===== src/bsp_cfg.svh =====
`ifndef BSP_CFG_SVH
`define BSP_CFG_SVH
// Printed register indices (byte address = 4 * index)
`define BSP_IDX_STOP_HIGH 8'h5E
`define BSP_IDX_STOP_LOW 8'h5F
`define BSP_IDX_SCHED_DATA 8'h68
`define BSP_IDX_SECTOR_STATUS 8'h69
`define BSP_IDX_CONTROL 8'h80
`define BSP_IDX_POINTERS 8'h81
`define BSP_IDX_STATUS 8'h82
// Reset values
`define BSP_STOP_HIGH_RST 8'h01
`define BSP_STOP_LOW_RST 8'hFF
// Control register fields
`define BSP_CTL_BM_RESET 0
`define BSP_CTL_AUTO_INC 1
`define BSP_CTL_OE_DISABLE 2
`define BSP_CTL_XFER_START 3
`define BSP_CTL_POLARITY 4
`define BSP_CTL_AUTO_CMD 5
// Status register fields
`define BSP_ST_XFER_DONE 0
`define BSP_ST_BYTE_READY 7
// Sector status fields
`define BSP_SS_END_TRACK 0
`define BSP_SS_DEFECT 1
`define BSP_SS_HOST_RESET 2
`define BSP_SS_POLARITY 3
// Last count of the buffer memory cycle, which lasts three clocks
`define BSP_MEM_CYCLES 3'h2
`endif


===== src/bsp_pkg.sv =====
package bsp_pkg;
  typedef enum logic [1:0] {
    BSP_IDLE = 2'b00,
    BSP_READ = 2'b01,
    BSP_WRITE = 2'b10,
    BSP_STEP = 2'b11
  } bsp_sched_type;
endpackage : bsp_pkg


===== src/bsp_top.sv =====
// The APB slave port is this design's own decision.
`timescale 1ns/1ns
`default_nettype none
`include "bsp_cfg.svh"
// Behaviour
// Stop high resets to 01H
// Stop low resets to FFH
// Pointer match sets done, halts transfer
// Stop high write restarts while start set
// Auto-command reloads stop pointer 01FFH
// Scheduled data register cleared on resets
// Access memory at pointer, or switches
// Auto-increment disk pointer after access
// Software checks ready before writing
// Ready low until write and step done
// Read returns previous byte, launches fetch
// Software primes, waits, reads again
// Software waits for switches to settle
// End-of-track flag set, clear on read
// Defect flag set, clear on read
// Host reset bit shows live pin
// Polarity bit mirrors control setting
// Sector status cleared, upper bits zero
// Strobe write increments sector count
// Manager reset bit holds registers reset
// Host pointer cleared by auto-command
// Full 16-bit stop comparison
// Flags clear after read data captured
module bsp_top (
  input wire logic clk,
  input wire logic resetn,
  input wire logic psel,
  input wire logic penable,
  input wire logic pwrite,
  input wire logic [31:0] paddr,
  input wire logic [31:0] pwdata,
  output logic [31:0] prdata,
  output logic pready,
  output logic pslverr,
  input wire logic host_step,
  input wire logic id_end_of_track,
  input wire logic id_defect,
  input wire logic host_reset_in,
  input wire logic read_reference_clock,
  output logic [15:0] host_address_pointer,
  output logic host_transfer_active,
  output logic [15:0] buffer_addr,
  output logic [7:0] buffer_wdata,
  output logic [7:0] buffer_wdata_oe_n,
  input wire logic [7:0] buffer_rdata,
  output logic buffer_we_n,
  output logic buffer_output_enable_n,
  output logic [7:0] sector_count
);
  import bsp_pkg::*;

  //----------------------------------------
  // Bus decode
  //----------------------------------------
  // Each register is one aligned word at four times its index
  // Low address bits must be zero, upper bits must be clear
  // Side effects happen in the setup cycle only
  // The access cycle just presents the answer
  function automatic logic hit(input logic [31:0] a, input logic [7:0] idx);
    hit = (a[31:10] == 22'h0) && (a[9:2] == idx) && (a[1:0] == 2'h0);
  endfunction : hit

  logic setup;
  logic wr;
  logic rd;
  logic [7:0] wbyte;
  assign setup = psel && !penable;
  assign wr = setup && pwrite;
  assign rd = setup && !pwrite;
  assign wbyte = pwdata[7:0];

  // One select per register word
  logic sel_stop_high;
  logic sel_stop_low;
  logic sel_sched;
  logic sel_sector;
  logic sel_control;
  logic sel_pointers;
  logic sel_status;
  assign sel_stop_high = hit(paddr, `BSP_IDX_STOP_HIGH);
  assign sel_stop_low = hit(paddr, `BSP_IDX_STOP_LOW);
  assign sel_sched = hit(paddr, `BSP_IDX_SCHED_DATA);
  assign sel_sector = hit(paddr, `BSP_IDX_SECTOR_STATUS);
  assign sel_control = hit(paddr, `BSP_IDX_CONTROL);
  assign sel_pointers = hit(paddr, `BSP_IDX_POINTERS);
  assign sel_status = hit(paddr, `BSP_IDX_STATUS);

  // Anything outside the map is refused with an error
  logic mapped;
  assign mapped = sel_stop_high || sel_stop_low || sel_sched || sel_sector
    || sel_control || sel_pointers || sel_status;

  //----------------------------------------
  // Control register
  //----------------------------------------
  logic [5:0] control;
  logic bm_reset;
  logic auto_cmd;
  assign bm_reset = control[`BSP_CTL_BM_RESET];
  assign auto_cmd = wr && hit(paddr, `BSP_IDX_CONTROL) && wbyte[`BSP_CTL_AUTO_CMD];

  // Chip reset leaves the manager in reset until software clears bit 0
  // Auto-command is a write-only pulse, never stored
  // Manager reset bit set by chip reset; auto-command bit self-clears
  always_ff @(posedge clk) begin
    if (!resetn) begin
      control <= 6'h01;
    end else if (wr && hit(paddr, `BSP_IDX_CONTROL)) begin
      control <= {1'b0, wbyte[4:0]};
    end
  end

  //----------------------------------------
  // Stop pointer and host pointer
  //----------------------------------------
  logic [7:0] stop_pointer_high;
  logic [7:0] stop_pointer_low;
  logic [15:0] transfer_stop_pointer;
  logic stop_high_write;
  logic host_transfer_done;
  assign transfer_stop_pointer = {stop_pointer_high, stop_pointer_low};
  assign stop_high_write = wr && hit(paddr, `BSP_IDX_STOP_HIGH);

  // Both bytes reload together on any reset or auto-command
  // Software writes one byte at a time
  // Stop pointer bytes
  always_ff @(posedge clk) begin
    if (!resetn || bm_reset || auto_cmd) begin
      stop_pointer_high <= `BSP_STOP_HIGH_RST;
      stop_pointer_low <= `BSP_STOP_LOW_RST;
    end else begin
      if (stop_high_write) begin
        stop_pointer_high <= wbyte;
      end
      if (wr && hit(paddr, `BSP_IDX_STOP_LOW)) begin
        stop_pointer_low <= wbyte;
      end
    end
  end

  // Host pointer advances per host byte while transfer runs
  always_ff @(posedge clk) begin
    if (!resetn || bm_reset || auto_cmd) begin
      host_address_pointer <= 16'h0000;
    end else if (wr && hit(paddr, `BSP_IDX_POINTERS)) begin
      host_address_pointer <= pwdata[31:16];
    end else if (host_step && host_transfer_active) begin
      host_address_pointer <= host_address_pointer + 16'h0001;
    end
  end

  // Match check wins over a restart in the same cycle
  // Done stays set until a new transfer starts
  // Clearing the start bit stops the run without setting done
  // Transfer run and done flag
  always_ff @(posedge clk) begin
    if (!resetn || bm_reset) begin
      host_transfer_active <= 1'b0;
      host_transfer_done <= 1'b0;
    end else if (host_transfer_active
                 && host_address_pointer == transfer_stop_pointer) begin
      host_transfer_active <= 1'b0;
      host_transfer_done <= 1'b1;
    end else if ((stop_high_write || (wr && hit(paddr, `BSP_IDX_CONTROL)
                  && wbyte[`BSP_CTL_XFER_START] && !control[`BSP_CTL_XFER_START]))
                 && (control[`BSP_CTL_XFER_START] || !stop_high_write)) begin
      host_transfer_active <= 1'b1;
      host_transfer_done <= 1'b0;
    end else if (wr && hit(paddr, `BSP_IDX_CONTROL) && !wbyte[`BSP_CTL_XFER_START]) begin
      host_transfer_active <= 1'b0;
    end
  end

  //----------------------------------------
  // Scheduled buffer access
  //----------------------------------------
  bsp_sched_type state;
  logic [2:0] mem_count;
  logic [7:0] sched_data;
  logic [15:0] disk_address_pointer;
  logic byte_ready;
  logic sched_hit;
  assign sched_hit = hit(paddr, `BSP_IDX_SCHED_DATA);
  assign byte_ready = (state == BSP_IDLE);

  // One access at a time; requests while busy are ignored
  // Busy covers the memory cycle and the pointer step
  // Byte ready is simply the idle state
  // Scheduler sequence
  always_ff @(posedge clk) begin
    if (!resetn || bm_reset) begin
      state <= BSP_IDLE;
      mem_count <= 3'h0;
    end else begin
      unique case (state)
        BSP_IDLE: begin
          mem_count <= 3'h0;
          if (wr && sched_hit) begin
            state <= BSP_WRITE;
          end else if (rd && sched_hit) begin
            state <= BSP_READ;
          end
        end
        BSP_READ, BSP_WRITE: begin
          mem_count <= mem_count + 3'h1;
          if (mem_count == `BSP_MEM_CYCLES) begin
            state <= BSP_STEP;
          end
        end
        BSP_STEP: begin
          state <= BSP_IDLE;
        end
      endcase
    end
  end

  // A read returns this latch, then refills it from the buffer
  // Data latch: write value, or byte fetched at end of a read
  always_ff @(posedge clk) begin
    if (!resetn || bm_reset) begin
      sched_data <= 8'h00;
    end else if (state == BSP_IDLE && wr && sched_hit) begin
      sched_data <= wbyte;
    end else if (state == BSP_READ && mem_count == `BSP_MEM_CYCLES) begin
      sched_data <= buffer_rdata; // switches when output enable is off
    end
  end

  // Software load wins over the automatic step
  // Disk pointer: loaded by software, stepped after an access
  always_ff @(posedge clk) begin
    if (!resetn || bm_reset) begin
      disk_address_pointer <= 16'h0000;
    end else if (wr && hit(paddr, `BSP_IDX_POINTERS)) begin
      disk_address_pointer <= pwdata[15:0];
    end else if (state == BSP_STEP && control[`BSP_CTL_AUTO_INC]) begin
      disk_address_pointer <= disk_address_pointer + 16'h0001;
    end
  end

  // Buffer address follows the disk pointer one cycle late
  always_ff @(posedge clk) begin
    if (!resetn || bm_reset) begin
      buffer_addr <= 16'h0000;
    end else begin
      buffer_addr <= disk_address_pointer;
    end
  end

  // Write data comes from the latch
  always_ff @(posedge clk) begin
    if (!resetn || bm_reset) begin
      buffer_wdata <= 8'h00;
    end else begin
      buffer_wdata <= sched_data;
    end
  end

  // Data pins driven for the whole write, so they settle before the strobe
  always_ff @(posedge clk) begin
    if (!resetn || bm_reset) begin
      buffer_wdata_oe_n <= 8'hFF;
    end else begin
      buffer_wdata_oe_n <= (state == BSP_WRITE) ? 8'h00 : 8'hFF;
    end
  end

  // Write strobe skips the first write cycle
  always_ff @(posedge clk) begin
    if (!resetn || bm_reset) begin
      buffer_we_n <= 1'b1;
    end else begin
      buffer_we_n <= !(state == BSP_WRITE && mem_count != 3'h0);
    end
  end

  // Memory output enable; kept off to read the switches
  always_ff @(posedge clk) begin
    if (!resetn || bm_reset) begin
      buffer_output_enable_n <= 1'b1;
    end else begin
      buffer_output_enable_n <= !(state == BSP_READ
                                  && !control[`BSP_CTL_OE_DISABLE]);
    end
  end

  //----------------------------------------
  // Sector status and count
  //----------------------------------------
  logic end_of_track;
  logic defect;
  logic status_read;
  assign status_read = rd && hit(paddr, `BSP_IDX_SECTOR_STATUS);

  // Flags are copied to read data in setup, then cleared
  // A new event in the read cycle wins, so nothing is lost

  // End-of-track flag
  always_ff @(posedge clk) begin
    if (!resetn) begin
      end_of_track <= 1'b0;
    end else begin
      end_of_track <= id_end_of_track || (end_of_track && !status_read);
    end
  end

  // Defect flag
  always_ff @(posedge clk) begin
    if (!resetn) begin
      defect <= 1'b0;
    end else begin
      defect <= id_defect || (defect && !status_read);
    end
  end

  // Same word as sector status: reads see flags, writes step the count
  // Strobe increments count when reference clock is running
  always_ff @(posedge clk) begin
    if (!resetn) begin
      sector_count <= 8'h00;
    end else if (wr && hit(paddr, `BSP_IDX_SECTOR_STATUS) && read_reference_clock) begin
      sector_count <= sector_count + 8'h01;
    end
  end

  //----------------------------------------
  // APB answer
  //----------------------------------------
  logic [7:0] sector_status;
  assign sector_status = {4'h0, control[`BSP_CTL_POLARITY], host_reset_in,
                          defect, end_of_track};

  // Every transfer gets exactly one access cycle, no wait states
  // Read data stands until the next read setup
  // Refused reads return zero
  // Read data captured at setup; answer in the access phase
  always_ff @(posedge clk) begin
    if (!resetn) begin
      prdata <= 32'h0000_0000;
      pready <= 1'b0;
      pslverr <= 1'b0;
    end else begin
      pready <= setup;
      pslverr <= setup && !mapped;
      if (rd) begin
        if (hit(paddr, `BSP_IDX_STOP_HIGH)) begin
          prdata <= {24'h0, stop_pointer_high};
        end else if (hit(paddr, `BSP_IDX_STOP_LOW)) begin
          prdata <= {24'h0, stop_pointer_low};
        end else if (sched_hit) begin
          prdata <= {24'h0, sched_data};
        end else if (hit(paddr, `BSP_IDX_SECTOR_STATUS)) begin
          prdata <= {24'h0, sector_status};
        end else if (hit(paddr, `BSP_IDX_CONTROL)) begin
          prdata <= {26'h0, control};
        end else if (hit(paddr, `BSP_IDX_POINTERS)) begin
          prdata <= {host_address_pointer, disk_address_pointer};
        end else if (hit(paddr, `BSP_IDX_STATUS)) begin
          prdata <= {24'h0, byte_ready, 6'h0, host_transfer_done};
        end else begin
          prdata <= 32'h0000_0000;
        end
      end
    end
  end
endmodule : bsp_top
`default_nettype wire


===== config.mk =====
export PLATFORM = sky130hd
export DESIGN_NAME = bsp_top
export DESIGN_NICKNAME = d
export VERILOG_FILES = /design/src/bsp_pkg.sv /design/src/bsp_top.sv
export VERILOG_INCLUDE_DIRS = /design/src
export SDC_FILE = /design/constraint.sdc
export NUM_CORES = 1
export LEC_CHECK = 0
export BUFFER_PORTS_ARGS = -buffer_cell sky130_fd_sc_hd__clkbuf_2
export CAP_MARGIN = 20
export CORE_AREA = 2 2 117 119
export CTS_CLUSTER_SIZE = 20
export DETAILED_ROUTE_END_ITERATION = 7
export DIE_AREA = 0 0 119 121
export PLACE_DENSITY_LB_ADDON = 0.2
export SYNTH_ARGS = -nofsm -noshare
export SYNTH_HDL_FRONTEND = slang
export SYNTH_SLANG_ARGS = --single-unit
export TNS_END_PERCENT = 20

===== constraint.sdc =====
create_clock -name clk -period 3.3 [get_ports clk]
set_clock_uncertainty 0.2 [all_clocks]
set_input_delay 0.495 -clock clk [delete_from_list [all_inputs] [get_ports clk]]
set_output_delay 0.495 -clock clk [all_outputs]
set_load 0.02 [all_outputs]

=== Yosys cells after proc, flatten, opt, wreduce, memory -nomap -nowiden ===
Index checks and enable logic that the tools add are counted.

* Add/subtract/negate cells: 4
* Eq/ne operators: 14
* Muxes and demuxes: 23
* Reductions and logical operators: 78

{| class="wikitable"
|+ Operator list
! cell !! count
|-
| 32-bit two-way mux || 6
|-
| 16-bit two-way mux || 4
|-
| 1-bit logical AND || 42
|-
| 16-bit by 1-bit adder with 16-bit output (second input constant) || 2
|-
| 8-bit by 7-bit == test with 1-bit output (second input constant) || 4
|-
| 8-bit two-way mux || 4
|-
| 8-bit == test (second input constant) || 3
|-
| 22-bit logical NOT || 1
|-
| 16-bit == test || 1
|-
| 1-bit logical OR || 12
|-
| 2-bit nonzero test || 6
|-
| 1-bit logical NOT || 11
|-
| 8-bit by 1-bit adder with 8-bit output (second input constant) || 1
|-
| 2-bit two-way mux || 3
|-
| 2-bit case mux with 3 select lines || 1
|-
| 3-bit case mux with 2 select lines || 1
|-
| 2-bit == test (second input constant) || 2
|-
| 2-bit logical NOT || 2
|-
| 1-bit two-way mux || 4
|-
| 2-bit OR reduction || 2
|-
| 3-bit by 1-bit adder with 3-bit output (second input constant) || 1
|-
| 3-bit by 2-bit == test with 1-bit output (second input constant) || 1
|-
| 3-bit by 1-bit != test with 1-bit output (second input constant) || 1
|-
| 3-bit nonzero test || 1
|-
| 3 further kinds || 3
|}

* Register bits after elaboration: 146
* Input port bits: 82
* Output and inout port bits: 93
* Word-level logic and storage cells: 140

=== Longest topological paths before layout ===
Gate-level depths: netlist of run 1.

* Word-level depth: 11
* Mapped depth: 8
* Depth with buffers taken out: 7

=== Least setup slack after synthesis of run 1 ===
Ideal clock, no wire load.

* Kind: input to register
* Start: input port paddr[3]
* End: register disk_address_pointer[2]
* Library setup time: 143 ps
* Arrival time: 2246 ps
* Path slack: 710 ps
* Cell stages on the path: 8
* Buffers on the path: 3
* Cell sequence: buf_4 -> nor4b_4 -> nand4_4 -> or4_1 -> buf_4 -> buf_2 -> nor2_1 -> a211oi_2

* Cells in the longest elaborated chain, start to end: 5
* Elaborated cells on any way between the ends: 6
* Classes of those cells: eq/ne (1); mux (1); reduce/logical (4)

{| class="wikitable"
|+ RTL lines
! item !! line !! source
|-
| start, declared || bsp_top.sv:35 || <nowiki>input wire logic [31:0] paddr,</nowiki>
|-
| 8-bit == test * || bsp_top.sv:65 || <nowiki>hit = (a[31:10] == 22'h0) && (a[9:2] == idx) && (a[1:0] == 2'h0);</nowiki>
|-
| 1-bit logical AND * (2 in series) || bsp_top.sv:65 ||
|-
| 1-bit logical AND * || bsp_top.sv:239 || <nowiki>end else if (wr && hit(paddr, `BSP_IDX_POINTERS)) begin</nowiki>
|-
| 16-bit two-way mux or 2-bit nonzero test (tied branches) || - ||
|-
| end signal, assigned || bsp_top.sv:240 || <nowiki>disk_address_pointer <= pwdata[15:0];</nowiki>
|-
| end signal, assigned || bsp_top.sv:242 || <nowiki>disk_address_pointer <= disk_address_pointer + 16'h0001;</nowiki>
|-
| end, declared || bsp_top.sv:185 || <nowiki>logic [15:0] disk_address_pointer;</nowiki>
|}

Every way passes the cells marked *; elsewhere a longest branch is shown, timed or not.
A chain may end at the register's enable or synchronous reset.

=== Worst setup path in the final report of run 1 ===
* Start: input port paddr[28]
* End: register disk_address_pointer[14]

* Cells in the longest elaborated chain, start to end: 5
* Elaborated cells on any way between the ends: 6
* Classes of those cells: mux (1); reduce/logical (5)

{| class="wikitable"
|+ RTL lines
! item !! line
|-
| 22-bit logical NOT * || bsp_top.sv:65
|-
| 1-bit logical AND * (2 in series) || bsp_top.sv:65
|-
| 1-bit logical AND * || bsp_top.sv:239
|-
| 16-bit two-way mux or 2-bit nonzero test (tied branches) || -
|}

Marked as above.

==> results.json, run 1 <==
{
  "arrival_ns": 2.51,
  "rr_startpoint": "state[1]",
  "synth.area.top_cells": "dfxtp_1, nor2_1, mux2i_1",
  "synth_area_per_cell_um2": 9.227,
  "rows": 42,
  "grt_max_degree": 64,
  "synth_top_area_cell": "dfxtp_1",
  "clk_pin_slew_worst_paths_ns": 0.06,
  "grt.overflow.total": 0,
  "cts.path.max_buffers": 2,
  "dieArea_um2": 14400,
  "tritoncts": "yes",
  "ys_types": 63,
  "post_cts_buffers": 0,
  "synth_fp_nets": 830,
  "status": "completed",
  "r2r_setup_slack_ns": 0.99,
  "coreArea_um2": 13090,
  "cap_viol_max_count": 0,
  "dieWidth_um": 119,
  "crit_type": "input pin to register",
  "p_total_w": 0.003640,
  "slew_headroom_pct": 51.53,
  "whs_endpoint": "defect",
  "grt_pass1_wl_um": 30160,
  "clk_latency_ns": 0.43,
  "die_h_um": 121,
  "synth.yosys.warnings": 0,
  "cts-resized-gates": 0,
  "tightest_slew_ns": 0.7217,
  "min_period_ns": 2.415,
  "cts_hold_buf": 0,
  "cpMaxStageDelayCell": "or4_2",
  "setup_viol": 0,
  "antenna_found_initial": 0,
  "crit_chain": "clkbuf_2 -> nor4_1 -> nand4_2 -> or4_2 -> buf_12 -> o21ai_0 -> a21oi_1",
  "wl_per_cell_um": 17.60,
  "r2r_cells": 6,
  "syn_inst": 737,
  "vias_per_cell": 5.677,
  "first_global_vias": 6013,
  "dpl_worst_slack_ns": 0.4202,
  "hp-class": "input pin to register",
  "hp-start": "id_defect",
  "r2r-end": "disk_address_pointer[13]",
  "max_freq_mhz": 414.1,
  "cts_sinks": 139,
  "syn_area_um2": 6800,
  "start_util_pct": 51.97,
  "path_max_fanout": 63,
  "fin_crit_sh_pct": 73.18,
  "via_count": 6177,
  "crit_buf_inv": 2,
  "power.leakage_nw": 3.331,
  "cts_buffers": 17,
  "synth_top_flop_cell": "dfxtp_1",
  "drive_gt1_share_pct": 30.15,
  "drt-total-wl_um": 19150,
  "end_kind": "register",
  "drtIter0Drc": 557,
  "min_path_cells": 3,
  "crit_required_ns": 3.40,
  "synth_top_area_share_pct": 40.92,
  "finish.net_count": 993,
  "crit_family": "simple AND/OR/NAND/NOR gates",
  "cpPeakStageDelay_ns": 0.76,
  "drc_errors": 0,
  "crit_path_start_kind": "input pin",
  "grt_usage_pct": 26.69,
  "hold_violations": 0,
  "dp.final_hpwl_um": 14280,
  "synth-seq-cells": 139,
  "seq_area_frac_synth_pct": 40.92,
  "peakVddDrop_mv": 0.3767,
  "ios": 175,
  "htree_levels": 4,
  "rsz0062_at_grt": "no",
  "cts-root-buf": "clkbuf_16",
  "setup_ws_ns": 0.8851,
  "hold_ws_ns": 0.08567,
  "drt-pass1-iter-count": 5,
  "insertedDiodeCount": 0,
  "synth-edff-count": 0,
  "areaGrowthSynthToFinish_pct": 22.58,
  "p_per_area_nw_per_um2": 436.7,
  "postRouteAntennaNets": 0,
  "setup-tns-final_ns": 0,
  "async_flop_share_pct": 0,
  "final_max_slew_viol_count": 0,
  "io_buffer_count": 174,
  "fill_cells": 1118,
  "place_congestion": 0.9248
}
[worst register-to-register path, cell delays in order, from the launching register on]
cell and delay [ns]:
dfxtp_1 0.39, ha_1 0.41, nand2_1 0.20, nor4_1 0.56
nand4_1 0.18, xor2_1 0.17, a21oi_1 0.14
[sequential cells by signal, summed over array words and instances (netlist names), 2 cells and up]
register and flops:
state 2, buffer_wdata 8, sched_data 8, prdata 32, stop_pointer_low 8, disk_address_pointer 16
buffer_addr 16, sector_count 8, control 5, stop_pointer_high 8, host_address_pointer 16, mem_count 3
[placed cells by master, fill, tap and decap left out, types with 4 or more instances in the layout]
master / Yosys / final
mux2_2: 4 / 4
nand2_1: 42 / 42
or4_1: 8 / 7
a31oi_1: 4 / 4
and2_1: 20 / 20
nand3_1: 21 / 21
a211oi_1: 10 / 10
o22ai_1: 8 / 8
nand2b_1: 8 / 8
nor4_4: 3 / 4
buf_4: 9 / 18
and3_1: 6 / 6
dfxtp_1: 139 / 139
mux2i_1: 35 / 35
a211oi_2: 26 / 26
nand4_1: 14 / 14
o31ai_1: 4 / 4
a22oi_1: 26 / 26
xor2_1: 30 / 30
o21ai_0: 13 / 13
nor2_1: 99 / 99
inv_1: 17 / 17
nor4_1: 19 / 19
clkbuf_2: 0 / 174
nor3_1: 19 / 19
or3_1: 4 / 4
a21oi_1: 25 / 25
clkinv_2: 0 / 5
or2_2: 4 / 4
ha_1: 11 / 11
xnor2_1: 20 / 20
clkbuf_16: 0 / 17
[cells in the mapped netlist (6+ instances only)]
cell	instances
a211oi_1	10
a211oi_2	26
a21oi_1	25
a22oi_1	26
and2_1	20
and3_1	6
buf_4	9
buf_6	7
clkbuf_1	26
dfxtp_1	139
ha_1	11
inv_1	17
mux2i_1	35
nand2_1	42
nand2b_1	8
nand3_1	21
nand4_1	14
nor2_1	99
nor3_1	19
nor4_1	19
o21ai_0	13
o22ai_1	8
or4_1	8
xnor2_1	20
xor2_1	30
[power breakdown]
part | switching, W | internal [W]
Combinational | 0.000102 | 0.0000648
Clock | 0.000718 | 0.00107
Sequential | 0.00000370 | 0.00169
Total | 0.000824 | 0.00282
[layout make-up]
type	instances	area [µm²]	share of cell area [%]
multi-input combinational	531	3686	44.22
sequential	139	2783	33.38
timing repair buffer	193	1026	12.31
clock buffer	20	456.7	5.479
tap	176	220.2	2.642
clock inverter	11	96.34	1.156
inverter	18	67.56	0.8106
[routing by layer]
metal  global-route usage [%]  wire length (µm)  vias to the layer above
met5                        0                 0                        -
met4                    9.301               323                        0
met3                    6.767              1495                       29
met2                    44.40              9251                      252
met1                    33.69              8080                     2922
li1                         -                 -                     2974
[cell families after synthesis]
family / after synthesis / share of synthesized area, %
compound gates: 137 / 15.99
xor+xnor: 50 / 6.440
fa+ha+maj: 11 / 2.024
buf+inv: 67 / 5.023
flops: 139 / 40.92
mux: 39 / 5.814
simple gates: 294 / 23.79
[how the worst max path moves through the flow]
stage / startpoint / end / slack [ns] / cells past startpoint
final: paddr[28] / disk_address_pointer[14] / 0.89 / 7
after global routing: paddr[14] / disk_address_pointer[14] / 0.73 / 7
after CTS: paddr[13] / disk_address_pointer[14] / 0.88 / 7
after detailed placement: paddr[13] / disk_address_pointer[14] / 0.42 / 7
after global placement: paddr[28] / host_transfer_active / 0.56 / 8
after floorplan: paddr[3] / disk_address_pointer[2] / 0.71 / 8
[stage by stage]
| stage | cells | cell area (µm²) | utilization [%] |
|---|---|---|---|
| final | 1088 | 8335 | 63.70 |
| after CTS | 1088 | 8335 | 63.70 |
| after detailed placement | 1057 | 7782 | 59.48 |
| after floorplan | 737 | 6800 | - |
| after global placement | 1057 | 7782 | 59.48 |
| after global routing | 1088 | 8335 | 63.70 |
(Power assumes the default switching activity.)
==> inputs of run 2 (changes only) <==
==> constraint.sdc (replaced) <==
create_clock -name clk -period 2.45 [get_ports clk]
set_clock_uncertainty 0.2 [all_clocks]
set_input_delay 0.3675 -clock clk [delete_from_list [all_inputs] [get_ports clk]]
set_output_delay 0.3675 -clock clk [all_outputs]
set_load 0.02 [all_outputs]
==> run 2 against run 1 <==
Routed wire length is 3.0% higher. Clock power is 48% higher. Critical path depth stayed put. Count of clock-buffer cells in the layout stayed put. Power is 42% higher. Non-clock buffer count is 41 higher. Hold slack worse by 0.046 ns. Critical path type unchanged. Critical endpoint is now disk_address_pointer[15].
==> results.json, run 2 (same netlist as run 1, synthesis figures left out) <==
{
  "status": "completed",
  "end_kind": "register",
  "power.leakage_nw": 3.575,
  "ios": 175,
  "dieArea_um2": 14400,
  "r2r_cells": 5,
  "mostFrequentLayoutCell": "clkbuf_2",
  "dpl_worst_slack_ns": -0.1518,
  "peakVddDrop_mv": 0.3786,
  "via_count": 6460,
  "ff_latch_area_um2": 2783,
  "placed_area_um2": 8118,
  "cts.path.max_buffers": 2,
  "hold_violations": 0,
  "crit_family": "simple AND/OR/NAND/NOR gates",
  "largest_register_ffs": 32,
  "dp.final_hpwl_um": 14880,
  "dieWidth_um": 119,
  "r2r-end": "host_address_pointer[15]",
  "crit_type": "input pin to register",
  "setup_viol": 0,
  "crit_end": "disk_address_pointer[15]",
  "crit_chain": "clkbuf_2 -> nor4_1 -> nand4_2 -> or4_2 -> buf_12 -> o21ai_0 -> a21oi_1",
  "cts_buffers": 17,
  "slew_headroom_pct": 65.42,
  "crit_cells": 7,
  "finish.net_count": 1034,
  "wl_per_cell_um": 17.46,
  "cts-root-buf": "clkbuf_16",
  "crit_buf_inv": 2,
  "crit_start": "paddr[13]",
  "vias_per_cell": 5.717,
  "final_area_um2": 8756,
  "postRouteAntennaNets": 0,
  "hold_ws_ns": 0.04011,
  "drive_gt1_share_pct": 32.81,
  "drt-pass1-iter-count": 5,
  "rsz0062_at_grt": "no",
  "insertedDiodeCount": 0,
  "p_per_area_nw_per_um2": 589.5,
  "crit_required_ns": 2.54,
  "cts_hold_buf": 3,
  "crit_path_start_kind": "input pin",
  "coreArea_um2": 13090,
  "rows": 42,
  "htree_levels": 4,
  "clk_latency_ns": 0.42,
  "place_congestion": 0.9257,
  "cap_viol_max_count": 0,
  "drt-total-wl_um": 19730,
  "arrival_ns": 2.28,
  "areaGrowthSynthToFinish_pct": 28.76,
  "largest_register": "prdata",
  "hp-class": "input pin to register",
  "grt_max_degree": 64,
  "max_freq_mhz": 457.2,
  "clk_pin_slew_worst_paths_ns": 0.06,
  "antenna_found_initial": 0,
  "tightest_slew_ns": 0.5171,
  "die_h_um": 121,
  "fill_cells": 1072,
  "r2r_setup_slack_ns": 0.32,
  "grt_pass1_wl_um": 31430,
  "start_util_pct": 51.97,
  "drc_errors": 0,
  "grt.overflow.total": 0,
  "drtIter0Drc": 455,
  "mostFrequentLayoutCells": "clkbuf_2, dfxtp_1, nor2_1",
  "grt_usage_pct": 27.39,
  "final_max_slew_viol_count": 0,
  "first_global_vias": 6247,
  "setup_ws_ns": 0.2627,
  "cts_sinks": 139,
  "min_period_ns": 2.187,
  "multiInputGateArea_um2": 3686,
  "cts-resized-gates": 0,
  "rr_startpoint": "host_address_pointer[9]",
  "cpMaxStageDelayCell": "or4_2",
  "cpPeakStageDelay_ns": 0.73,
  "fin_crit_sh_pct": 89.28,
  "tritoncts": "yes",
  "io_buffer_count": 174,
  "post_cts_buffers": 0,
  "path_max_fanout": 63
}
## run 2: worst min path at each step
stage                         endpoint  depth (start not counted)  slack (ns)             from
3_3_place_gp           sector_count[7]                          2        0.27  sector_count[7]
5_1_grt        host_address_pointer[8]                          3        0.04       pwdata[24]
3_5_place_dp              end_of_track                          2        0.29     end_of_track
4_1_cts        host_address_pointer[4]                          3        0.03       pwdata[20]
2_1_floorplan          buffer_wdata[4]                          2        0.23    sched_data[4]
6_report       host_address_pointer[8]                          3        0.04       pwdata[24]
## run 2: layer usage
| layer | up-vias | global-route usage (%) | part of all wire (%) |
|---|---|---|---|
| li1 | 3062 | - | - |
| met1 | 3110 | 34.86 | 43 |
| met2 | 259 | 46.66 | 49 |
| met3 | 29 | 4.887 | 6.4 |
| met4 | 0 | 9.821 | 1.6 |
| met5 | - | 0 | 0 |
## run 2: power by group
| part | switching, W | total, W | leakage [nW] | internal (W) |
|---|---|---|---|---|
| sequential | 0.00000585 | 0.00228 | 1.12 | 0.00227 |
| combinational | 0.000142 | 0.000245 | 2.15 | 0.000103 |
| clock | 0.00100 | 0.00264 | 0.299 | 0.00164 |
## run 2: worst register-to-register path: stages, from the launching register on
cell and delay [ns]:
dfxtp_1 0.46, and4_1 0.32, nand4_1 0.14, or4_1 0.56, xor2_1 0.17, a211oi_2 0.20
## run 2: cell type report
class,instances,area share (%)
clock buffer,20,5.101
clock inverter,12,1.843
inverter,18,0.7716
multi-input combinational,531,42.10
sequential,139,31.78
tap,176,2.515
timing repair buffer,234,15.89
## run 2: metrics by stage
stage | cells | TNS (ns) | util (%) | power, W
2_1_floorplan | 737 | 0 | - | 0.002414
3_3_place_gp | 1095 | -1.365 | 62.04 | 0.002558
3_5_place_dp | 1095 | -4.860 | 62.04 | 0.002561
4_1_cts | 1130 | 0 | 66.92 | 0.005190
5_1_grt | 1130 | 0 | 66.92 | 0.005315
6_report | 1130 | 0 | 66.92 | 0.005162
